`config.mk`:
```
export PLATFORM = sky130hd
export DESIGN_NAME = tcc_timer_ctrl
export DESIGN_NICKNAME = d
export VERILOG_FILES = /design/src/tcc_pkg.sv /design/src/tcc_timer_ctrl.sv
export VERILOG_INCLUDE_DIRS = /design/src
export SDC_FILE = /design/constraint.sdc
export NUM_CORES = 1
export LEC_CHECK = 0
export BUFFER_PORTS_ARGS = -buffer_cell sky130_fd_sc_hd__clkbuf_2
export CELL_PAD_IN_SITES_DETAIL_PLACEMENT = 1
export CELL_PAD_IN_SITES_GLOBAL_PLACEMENT = 2
export CORE_ASPECT_RATIO = 0.8
export CORE_UTILIZATION = 34
export CTS_CLUSTER_SIZE = 20
export DETAILED_ROUTE_END_ITERATION = 10
export PLACE_DENSITY = 0.82
export SYNTH_ARGS = -nofsm -noshare
export SYNTH_HDL_FRONTEND = slang
export SYNTH_SLANG_ARGS = --single-unit
```
`constraint.sdc`:
```
create_clock -name core_clk -period 2.81 [get_ports core_clk]
set_input_delay 0 -clock core_clk [delete_from_list [all_inputs] [get_ports core_clk]]
set_output_delay 0 -clock core_clk [all_outputs]
set_load 0.05 [all_outputs]
```
`src/tcc_consts.svh`:
```
// Register offsets, field positions and reset values of the timer control block
`ifndef TCC_CONSTS_SVH
`define TCC_CONSTS_SVH

`define TCC_OFF_SYS_CONTROL_ONE 8'hC6
`define TCC_OFF_COMPARE_OUTPUT_CONTROL 8'hC8
`define TCC_OFF_CAPTURE_EDGE_CONTROL 8'hC9
`define TCC_OFF_CHANNEL_INTERRUPT_ENABLE 8'hCA
`define TCC_OFF_SYSTEM_CONTROL_TWO 8'hCB
`define TCC_OFF_CHANNEL_EVENT_FLAGS 8'hCC
`define TCC_OFF_OVERFLOW_FLAG 8'hCD

`define TCC_BIT_RUN_ENABLE 7
`define TCC_BIT_FAST_FLAG_CLEAR 4
`define TCC_BIT_OVERFLOW_IRQ_ENABLE 7
`define TCC_BIT_COUNTER_RESET_ON_CH3 3
`define TCC_BIT_OVERFLOW_FLAG 7

`define TCC_MASK_SYS_CONTROL_ONE 8'h90
`define TCC_MASK_SYSTEM_CONTROL_TWO 8'h8F
`define TCC_MASK_CHANNELS 8'h0F
`define TCC_MASK_OVERFLOW_FLAG 8'h80

`define TCC_RESET_REG 8'h00
`define TCC_COUNT_MAX 16'hFFFF
`define TCC_COUNT_ZERO 16'h0000
`define TCC_PRESC_FULL 7'h7F
`define TCC_PRESC_ZERO 7'h00

`endif

```
`src/tcc_pkg.sv`:
```
// Types shared by the timer control block
package tcc_pkg;
  typedef struct packed {
    logic wr;
    logic rd;
    logic [7:0] addr;
    logic [7:0] wdata;
  } tcc_bus_req_s;

  typedef enum logic [1:0] {
    ACT_OFF = 2'h0,
    ACT_TOGGLE = 2'h1,
    ACT_CLEAR = 2'h2,
    ACT_SET = 2'h3
  } tcc_action_e;

  typedef enum logic [1:0] {
    EDGE_NONE = 2'h0,
    EDGE_RISE = 2'h1,
    EDGE_FALL = 2'h2,
    EDGE_ANY = 2'h3
  } tcc_edge_e;

  typedef logic [15:0] tcc_count_t;
endpackage

```
`src/tcc_timer_ctrl.sv`:
```
// Four-channel timer control, prescaler, counter, flags and register port
//
// Overview of operation
// - Each channel has an action mode bit (odd) and level bit (even).
// - Compare action: 00 disconnect, 01 toggle, 10 drive low, 11 drive high.
// - Any nonzero action code makes the channel pin a driven output.
// - Action bits steer the compare output line only while that channel's ch3CompareMask bit is clear.
// - Edge field: 00 off, 01 rising, 10 falling, 11 either edge captures.
// - Channel flag raises an interrupt request only while its enable is set.
// - Overflow flag raises an interrupt request only while overflow enable is set.
// - Counter reset enable clears the counter on a channel 3 compare.
// - Reset enabled with channel 3 value zero holds the counter at zero.
// - Reset enabled with channel 3 value all ones sets no overflow.
// - Timer clock is bus clock divided by two to the prescale select.
// - New prescale applies only when all prescaler stages are zero.
// - Capture or compare event on a channel sets its event flag.
// - Writing one clears a channel flag; writing zero leaves it.
// - Fast clear: capture read or compare write clears that channel flag.
// - Counter wrap from all ones to zero sets the overflow flag.
// - Writing one to the overflow flag clears it.
// - Fast clear: any counter access clears the overflow flag.
// - Timer runs only while the run enable bit is set.
`timescale 1ns/1ns
`include "tcc_consts.svh"

module tcc_timer_ctrl import tcc_pkg::*; (
  input wire logic core_clk,
  input wire logic nrst,
  input wire tcc_bus_req_s busReq,
  output logic [7:0] regRdata_q,
  input wire logic [3:0] chanIsCompare,
  input wire logic [3:0] ch3CompareMask,
  input wire logic [3:0][15:0] compareValue,
  input wire logic [3:0] captureRead,
  input wire logic [3:0] compareWrite,
  input wire logic counterAccess,
  input wire logic [3:0] timerChannelPinIn,
  output logic [3:0] compareOutputLine_q,
  output logic [3:0] timerChannelPinOe_q,
  output logic [3:0] captureStrobe_q,
  output tcc_count_t counter_q,
  output logic [3:0] chanIrq_q,
  output logic ovfIrq_q
);

  ////////////////////////////////////////////////////////////////////////////////
  // Registers and decoded fields

  logic [7:0] sysCtlOne_q;
  logic [7:0] outCtl_q;
  logic [7:0] edgeCtl_q;
  logic [7:0] chanIe_q;
  logic [7:0] sysCtlTwo_q;
  logic [3:0] eventFlag_q;
  logic ovfFlag_q;
  logic [2:0] prescActive_q;
  logic [6:0] prescCnt_q;
  logic [3:0] pinPrev_q;
  logic [6:0] prescMask;
  logic timerRunEnable;
  logic fastFlagClear;
  logic overflowIrqEnable;
  logic counterResetOnCh3;
  logic [2:0] prescaleSelect;
  logic tick;
  logic ch3Reset;
  logic setOvf;
  logic [3:0] cmpHit;
  logic [3:0] capHit;
  logic [7:0] rdVal;
  logic wrFlags;
  logic wrOvf;

  assign timerRunEnable = sysCtlOne_q[`TCC_BIT_RUN_ENABLE];
  assign fastFlagClear = sysCtlOne_q[`TCC_BIT_FAST_FLAG_CLEAR];
  assign overflowIrqEnable = sysCtlTwo_q[`TCC_BIT_OVERFLOW_IRQ_ENABLE];
  assign counterResetOnCh3 = sysCtlTwo_q[`TCC_BIT_COUNTER_RESET_ON_CH3];
  assign prescaleSelect = sysCtlTwo_q[2:0];
  assign wrFlags = busReq.wr && (busReq.addr == `TCC_OFF_CHANNEL_EVENT_FLAGS);
  assign wrOvf = busReq.wr && (busReq.addr == `TCC_OFF_OVERFLOW_FLAG);

  ////////////////////////////////////////////////////////////////////////////////
  // Control register writes

  // Write masks keep unimplemented bits at zero
  always_ff @(posedge core_clk or negedge nrst) begin
    if (!nrst) begin
      sysCtlOne_q <= `TCC_RESET_REG;
      outCtl_q <= `TCC_RESET_REG;
      edgeCtl_q <= `TCC_RESET_REG;
      chanIe_q <= `TCC_RESET_REG;
      sysCtlTwo_q <= `TCC_RESET_REG;
    end else if (busReq.wr) begin
      unique case (busReq.addr)
        `TCC_OFF_SYS_CONTROL_ONE: sysCtlOne_q <= busReq.wdata & `TCC_MASK_SYS_CONTROL_ONE;
        `TCC_OFF_COMPARE_OUTPUT_CONTROL: outCtl_q <= busReq.wdata;
        `TCC_OFF_CAPTURE_EDGE_CONTROL: edgeCtl_q <= busReq.wdata;
        `TCC_OFF_CHANNEL_INTERRUPT_ENABLE: chanIe_q <= busReq.wdata & `TCC_MASK_CHANNELS;
        `TCC_OFF_SYSTEM_CONTROL_TWO: sysCtlTwo_q <= busReq.wdata & `TCC_MASK_SYSTEM_CONTROL_TWO;
        default: begin
        end
      endcase
    end
  end

  ////////////////////////////////////////////////////////////////////////////////
  // Prescaler

  // Divide by 2^select: tick when the low select bits of the stage counter are zero
  assign prescMask = `TCC_PRESC_FULL >> (3'h7 - prescActive_q);
  assign tick = timerRunEnable && ((prescCnt_q & prescMask) == `TCC_PRESC_ZERO);

  always_ff @(posedge core_clk or negedge nrst) begin
    if (!nrst) begin
      prescCnt_q <= `TCC_PRESC_ZERO;
    end else if (!timerRunEnable) begin
      prescCnt_q <= `TCC_PRESC_ZERO;
    end else begin
      prescCnt_q <= prescCnt_q + 7'h01;
    end
  end

  // Switching mid-count would give one short or long period, so wait for alignment
  always_ff @(posedge core_clk or negedge nrst) begin
    if (!nrst) begin
      prescActive_q <= 3'h0;
    end else if (prescCnt_q == `TCC_PRESC_ZERO) begin
      prescActive_q <= prescaleSelect;
    end
  end

  ////////////////////////////////////////////////////////////////////////////////
  // Free-running counter and overflow

  assign ch3Reset = counterResetOnCh3 && cmpHit[3];
  assign setOvf = tick && (counter_q == `TCC_COUNT_MAX) && !ch3Reset;

  // A channel 3 value of zero matches on every tick, so the counter sticks at zero
  always_ff @(posedge core_clk or negedge nrst) begin
    if (!nrst) begin
      counter_q <= `TCC_COUNT_ZERO;
    end else if (tick) begin
      if (ch3Reset) begin
        counter_q <= `TCC_COUNT_ZERO;
      end else begin
        counter_q <= counter_q + 16'h0001;
      end
    end
  end

  // Set wins over every clear
  always_ff @(posedge core_clk or negedge nrst) begin
    if (!nrst) begin
      ovfFlag_q <= 1'b0;
    end else if (setOvf) begin
      ovfFlag_q <= 1'b1;
    end else if (wrOvf && busReq.wdata[`TCC_BIT_OVERFLOW_FLAG]) begin
      ovfFlag_q <= 1'b0;
    end else if (fastFlagClear && counterAccess) begin
      ovfFlag_q <= 1'b0;
    end
  end

  ////////////////////////////////////////////////////////////////////////////////
  // Per-channel compare action, capture edge detect and event flag

  genvar n;
  generate
    for (n = 0; n < 4; n++) begin : g_chan
      tcc_action_e action;
      tcc_edge_e edgeSel;
      logic rise;
      logic fall;

      assign action = tcc_action_e'({outCtl_q[2*n+1], outCtl_q[2*n]});
      assign edgeSel = tcc_edge_e'({edgeCtl_q[2*n+1], edgeCtl_q[2*n]});
      assign rise = timerChannelPinIn[n] && !pinPrev_q[n];
      assign fall = !timerChannelPinIn[n] && pinPrev_q[n];
      assign cmpHit[n] = tick && chanIsCompare[n] && (counter_q == compareValue[n]);

      always_comb begin
        unique case (edgeSel)
          EDGE_NONE: capHit[n] = 1'b0;
          EDGE_RISE: capHit[n] = timerRunEnable && !chanIsCompare[n] && rise;
          EDGE_FALL: capHit[n] = timerRunEnable && !chanIsCompare[n] && fall;
          EDGE_ANY: capHit[n] = timerRunEnable && !chanIsCompare[n] && (rise || fall);
        endcase
      end

      always_ff @(posedge core_clk or negedge nrst) begin
        if (!nrst) begin
          pinPrev_q[n] <= 1'b0;
        end else begin
          pinPrev_q[n] <= timerChannelPinIn[n];
        end
      end

      always_ff @(posedge core_clk or negedge nrst) begin
        if (!nrst) begin
          compareOutputLine_q[n] <= 1'b0;
        end else if (cmpHit[n] && !ch3CompareMask[n]) begin
          unique case (action)
            ACT_OFF: compareOutputLine_q[n] <= compareOutputLine_q[n];
            ACT_TOGGLE: compareOutputLine_q[n] <= !compareOutputLine_q[n];
            ACT_CLEAR: compareOutputLine_q[n] <= 1'b0;
            ACT_SET: compareOutputLine_q[n] <= 1'b1;
          endcase
        end
      end

      always_ff @(posedge core_clk or negedge nrst) begin
        if (!nrst) begin
          timerChannelPinOe_q[n] <= 1'b0;
        end else begin
          timerChannelPinOe_q[n] <= (action != ACT_OFF);
        end
      end

      always_ff @(posedge core_clk or negedge nrst) begin
        if (!nrst) begin
          eventFlag_q[n] <= 1'b0;
        end else if (cmpHit[n] || capHit[n]) begin
          eventFlag_q[n] <= 1'b1;
        end else if (wrFlags && busReq.wdata[n]) begin
          eventFlag_q[n] <= 1'b0;
        end else if (fastFlagClear && ((captureRead[n] && !chanIsCompare[n]) ||
                                       (compareWrite[n] && chanIsCompare[n]))) begin
          eventFlag_q[n] <= 1'b0;
        end
      end

      a_compare_action: assert property (@(posedge core_clk) disable iff (!nrst)
        cmpHit[n] && !ch3CompareMask[n] && action == ACT_TOGGLE
        |=> compareOutputLine_q[n] != $past(compareOutputLine_q[n]))
        else $error("toggle action did not toggle");
      a_mask_blocks: assert property (@(posedge core_clk) disable iff (!nrst)
        ch3CompareMask[n] |=> $stable(compareOutputLine_q[n]))
        else $error("masked channel changed its line");
      a_pin_enable: assert property (@(posedge core_clk) disable iff (!nrst)
        ##1 timerChannelPinOe_q[n] == ($past(outCtl_q[2*n+1]) || $past(outCtl_q[2*n])))
        else $error("pin enable does not follow action code");
      a_flag_fast: assert property (@(posedge core_clk) disable iff (!nrst)
        fastFlagClear && !cmpHit[n] && !capHit[n] &&
        ((captureRead[n] && !chanIsCompare[n]) || (compareWrite[n] && chanIsCompare[n]))
        |=> !eventFlag_q[n])
        else $error("fast clear did not clear channel flag");
    end
  endgenerate

  always_ff @(posedge core_clk or negedge nrst) begin
    if (!nrst) begin
      captureStrobe_q <= 4'h0;
    end else begin
      captureStrobe_q <= capHit;
    end
  end

  ////////////////////////////////////////////////////////////////////////////////
  // Interrupt requests

  always_ff @(posedge core_clk or negedge nrst) begin
    if (!nrst) begin
      chanIrq_q <= 4'h0;
      ovfIrq_q <= 1'b0;
    end else begin
      chanIrq_q <= eventFlag_q & chanIe_q[3:0];
      ovfIrq_q <= ovfFlag_q && overflowIrqEnable;
    end
  end

  ////////////////////////////////////////////////////////////////////////////////
  // Read port, one cycle latency, zero when idle or unmapped

  always_comb begin
    unique case (busReq.addr)
      `TCC_OFF_SYS_CONTROL_ONE: rdVal = sysCtlOne_q;
      `TCC_OFF_COMPARE_OUTPUT_CONTROL: rdVal = outCtl_q;
      `TCC_OFF_CAPTURE_EDGE_CONTROL: rdVal = edgeCtl_q;
      `TCC_OFF_CHANNEL_INTERRUPT_ENABLE: rdVal = chanIe_q;
      `TCC_OFF_SYSTEM_CONTROL_TWO: rdVal = sysCtlTwo_q;
      `TCC_OFF_CHANNEL_EVENT_FLAGS: rdVal = {4'h0, eventFlag_q};
      `TCC_OFF_OVERFLOW_FLAG: rdVal = {ovfFlag_q, 7'h00};
      default: rdVal = 8'h00;
    endcase
  end

  always_ff @(posedge core_clk or negedge nrst) begin
    if (!nrst) begin
      regRdata_q <= 8'h00;
    end else if (busReq.rd) begin
      regRdata_q <= rdVal;
    end else begin
      regRdata_q <= 8'h00;
    end
  end

  ////////////////////////////////////////////////////////////////////////////////
  // Checks

  a_prescale_sync: assert property (@(posedge core_clk) disable iff (!nrst)
    prescActive_q != $past(prescActive_q) |-> $past(prescCnt_q) == `TCC_PRESC_ZERO)
    else $error("prescale changed off the aligned point");
  a_prescale_div2: assert property (@(posedge core_clk) disable iff (!nrst)
    tick && prescActive_q != 3'h0 ##1 prescActive_q != 3'h0 |-> !tick)
    else $error("divided clock ticked twice in a row");
  a_timer_off: assert property (@(posedge core_clk) disable iff (!nrst)
    !timerRunEnable |=> $stable(counter_q))
    else $error("counter moved while timer disabled");
  a_counter_reset: assert property (@(posedge core_clk) disable iff (!nrst)
    tick && counterResetOnCh3 && cmpHit[3] |=> counter_q == `TCC_COUNT_ZERO)
    else $error("channel 3 compare did not clear counter");
  a_counter_runs: assert property (@(posedge core_clk) disable iff (!nrst)
    tick && !ch3Reset |=> counter_q == $past(counter_q) + 16'h0001)
    else $error("counter did not advance on tick");
  a_counter_stuck: assert property (@(posedge core_clk) disable iff (!nrst)
    counterResetOnCh3 && chanIsCompare[3] && compareValue[3] == `TCC_COUNT_ZERO &&
    counter_q == `TCC_COUNT_ZERO && tick |=> counter_q == `TCC_COUNT_ZERO)
    else $error("counter left zero with zero channel 3 value");
  a_no_ovf_modulus: assert property (@(posedge core_clk) disable iff (!nrst)
    tick && ch3Reset && counter_q == `TCC_COUNT_MAX && !ovfFlag_q |=> !ovfFlag_q)
    else $error("overflow set on modulus reset");
  a_ovf_set: assert property (@(posedge core_clk) disable iff (!nrst)
    tick && !counterResetOnCh3 && counter_q == `TCC_COUNT_MAX |=> ovfFlag_q)
    else $error("wrap did not set overflow flag");
  a_ovf_clear: assert property (@(posedge core_clk) disable iff (!nrst)
    wrOvf && busReq.wdata[`TCC_BIT_OVERFLOW_FLAG] && !setOvf |=> !ovfFlag_q)
    else $error("overflow flag not cleared by write");
  a_ovf_fast: assert property (@(posedge core_clk) disable iff (!nrst)
    fastFlagClear && counterAccess && !setOvf |=> !ovfFlag_q)
    else $error("counter access did not clear overflow flag");
  a_flag_set: assert property (@(posedge core_clk) disable iff (!nrst)
    (cmpHit | capHit) != 4'h0 |=> (eventFlag_q & $past(cmpHit | capHit)) == $past(cmpHit | capHit))
    else $error("event did not set its flag");
  a_flag_w1c: assert property (@(posedge core_clk) disable iff (!nrst)
    wrFlags && (cmpHit | capHit) == 4'h0 && !fastFlagClear
    |=> eventFlag_q == ($past(eventFlag_q) & ~$past(busReq.wdata[3:0])))
    else $error("flag write did not clear exactly the ones");
  a_chan_irq: assert property (@(posedge core_clk) disable iff (!nrst)
    chanIe_q[3:0] == 4'h0 ##1 chanIe_q[3:0] == 4'h0 |-> chanIrq_q == 4'h0)
    else $error("channel request without enable");
  a_ovf_irq: assert property (@(posedge core_clk) disable iff (!nrst)
    ovfFlag_q && overflowIrqEnable ##1 ovfFlag_q && overflowIrqEnable |-> ovfIrq_q)
    else $error("overflow request missing");
  a_reserved_zero: assert property (@(posedge core_clk) disable iff (!nrst)
    busReq.rd && busReq.addr == `TCC_OFF_CHANNEL_EVENT_FLAGS |=> regRdata_q[7:4] == 4'h0)
    else $error("reserved flag bits read nonzero");

endmodule

```
==> metrics.md <==
| Metric | Value |
|---|---|
| Reg2Reg Depth | 5 |
| Non-Filler Instances | a little over 800 |
| Leak | roughly 0.0029 uW |
| Max clock buf depth | 2 |
| R2r endpoint | counter_q[0] |
| Mapped Area | 4950 um^2 |
| Count of flip-flops with a built-in enable after synthesis | 0 |
| Slowest-stage cell, CP | and4_1 |
| Die X-Extent | about 140 um |
| Max incr delay on CP | 0.72 ns |
| Post-Syn Instances | ~480 |
| DP Cell Count | 796 |
| Core area | between 10,000 and 15,000 um^2 |
| Antenna Diode Count | 0 |
| Worst path most repeated cell | o21ai_0 |
| Top post-synthesis cells by area | dfrtp_1, xnor2_1, mux2_2 |
| Largest net degree at the start of global routing | 68 |
| Worst Path Buf+Inv | 0 |
| Worst setup SP type | flip-flop |
| Initial Util | 34.8% |
| Net Count, Synth | 594 |
| RSZ-0062 raised after global routing | no |
| Gpl congestion | between 0.8 and 0.9 |
| Ratio of final minimum period to clock period | between 80% and 90% |
| Fin nets | roughly 750 |
| Via count | approximately 4,300 |
| Worst hold slack | -0.00601 ns |
| Worst slew pin tran | roughly 0.9 ns |
| Max Used Layer | met4 |
| Sequential fraction of the synthesis area | a little over two fifths |
| Fin. Hold Viols | 1 |
| Routed wl met3 | between 900 and 1000 um |
| CP top delay family | simple AND/OR/NAND/NOR gates |
| Drt total wl | 16,500 um |
| Synth warnings | 0 |
| Crit path required time | 3.00 ns |
| # IOs | around 150 |
| Failing checks | hold timing |
| Worst vdd ir | 0.398 mV |
| Max Clk Rate | 417 MHz |
| Crit Path Class | flip-flop to flip-flop |
| Hold-fix buffers at CTS | 15 |
| Vias per cell | roughly 5.3 |
| Seq cells post-synth | 87 |
| Crit path max fanout | 17 |
| # resized after CTS | 0 |
| Outcome | complete, but fails checks |
| Slew margin rel. | 41.1% |
| Antenna violations before repair | 0 |
| Worst-path cell chain | o21ai_0, nand4_2, nor4_1, and4_1, o21ai_0 |
| Site row count | 39 |
| Syn avg cell area | about 10 um^2 |
| Initial DRC count | about 250 |
| Total CTS buffers | 9 |
| Final worst slack | 0.413 ns |
| Critical R2R Launch | prescCnt_q[2] |
| Vias in the first global route | between 4,000 and 5,000 |
| Root buffer cell | clkbuf_16 |
| DRT Pass-1 Iters | 6 |
| CP Capture Type | flip-flop |
| Clock slew at the register clock pins of the worst setup and hold paths | 0.07 ns |
| DR WL/cell | ~20 um |
| Die area | 15,100 um^2 |
| Clock skew | 0.00884 ns |
| Clk_lat worst skew | 0.34 ns |
| Buffer count from post-CTS setup fixing | 0 |
| Final setup viols | 0 |
| Share of the synthesized area in the top cell type | 44.0% |
| DRC violation count after routing | 0 |
| Reg2reg setup slack | between 0.4 and 0.5 ns |
| CP Depth | 5 |
| Sink Count | between 80 and 90 |
| Top-count cell post-synth | dfrtp_1 |
| Crit. Startpoint | prescCnt_q[2] |
| Post-DRT Antenna Nets | 0 |
| TNS Setup | 0 ns |
| Total track usage | a little under a quarter |
| Syn-to-layout area delta | 28.7% |
| First-pass GRT wire length | 25,900 um |
| Gr ovfl total | 0 |
| Hold path start | chanIsCompare[2] |
| Place WS | ~0.42 ns |
| Distinct cells, synth | 54 |
| Pwr per Cell Area | ~750 nW/um^2 |
| Post-synth top flop | dfrtp_1 |
| Final Instance Area | 6370 um^2 |
| Final HPWL DP | 13,100 um |
| Hold Path Class | input pin to flip-flop |
| Routed wl met2 | 7750 um |
| Met1 wire length | between 7000 and 8000 um |
| CTS tree | built |
| Commonest cells in the netlist | dfrtp_1, xnor2_1, nand2_1 |
| Htree depth | 3 |
| Post-route minimum period | approximately 2.4 ns |
| Layout cells sized above 1 | 34.6% |
| Slew Viols, Final | 0 |
| Max Cap Viol | 0 |
| Total Power | around 4800 uW |
| Arr. time, crit path | ~2.6 ns |
| PortBufs | 145 |
| Largest area contributor in the netlist | dfrtp_1 |
| CP endpoint | counter_q[0] |
| Area of placed instances | approximately 5900 um^2 |
| Async S/R FF share, synth | between 90% and 100% |
| Die height | between 100 and 150 um |
==> power breakdown <==
group | switching, uW | internal, uW
registers | 302 | 1380
logic | 1040 | 653
clock network | 525 | 865
total | 1870 | 2900
==> worst min-delay path, stage by stage <==
cell	delay (ns)
clkbuf_2	0.12
nand2b_1	0.11
a21oi_1	0.06
==> metal layers <==
metal / GRT usage (%) / vias to the layer above
met5: 0 / -
met2: 38.0 / 135
met1: 31.5 / 2179
li1: - / 2011
met4: 5.73 / 0
met3: 4.43 / 12
==> how the worst min path moves through the flow <==
| stage | to | slack, ns | depth (start not counted) |
|---|---|---|---|
| after floorplan | captureStrobe_q[0] | -0.30 | 0 |
| after global placement | pinPrev_q[0] | 0.14 | 1 |
| after detailed placement | pinPrev_q[0] | 0.14 | 1 |
| after CTS | captureStrobe_q[2] | 0.002 | 3 |
| after global routing | captureStrobe_q[1] | 0.03 | 3 |
| final | captureStrobe_q[2] | -0.006 | 3 |
==> cells by family after synthesis <==
kind of cell               after synthesis  share of synthesized area (%)
and+or+nand+nor                        168                           19.9
DFF                                     87                           44.0
xor gates and xnor gates                80                           14.1
AOI/OAI and AO/OA                       57                           7.60
buffers and inverters                   40                           3.69
muxes                                   35                           7.93
adders and majority gates               11                           2.78
==> stage by stage <==
step	util (%)	hold slack, ns
after floorplan	-	-0.296
after global placement	41.3	0.144
after detailed placement	41.3	0.143
after CTS	44.7	0.00159
after global routing	44.7	0.0255
final	44.7	-0.00601
==> cells in the final DEF (no fill, tap or decap), drive strengths merged, types with 18 or more instances in the layout <==
cell    count
nand4      18
clkbuf    153
nor2       20
nand2      36
mux2       34
xnor2      66
dfrtp      87
a21oi      18
==> state kept, by name, summed over array words and instances (netlist names), 3 cells and up <==
name	flops
captureStrobe_q	4
chanIe_q	4
chanIrq_q	4
compareOutputLine_q	4
counter_q	16
edgeCtl_q	8
eventFlag_q	4
outCtl_q	8
pinPrev_q	4
prescActive_q	3
prescCnt_q	7
regRdata_q	8
sysCtlTwo_q	5
timerChannelPinOe_q	4
==> cell type report <==
type	instances	area, um^2
Fill cell	1646	7870
Sequential cell	87	2180
Timing Repair Buffer	174	983
Inverter	15	56.3
Clock buffer	9	225
Clock inverter	6	109
Tap cell	184	230
Multi-Input combinational cell	351	2590
No activity file was read; power rests on OpenSTA's default activity.
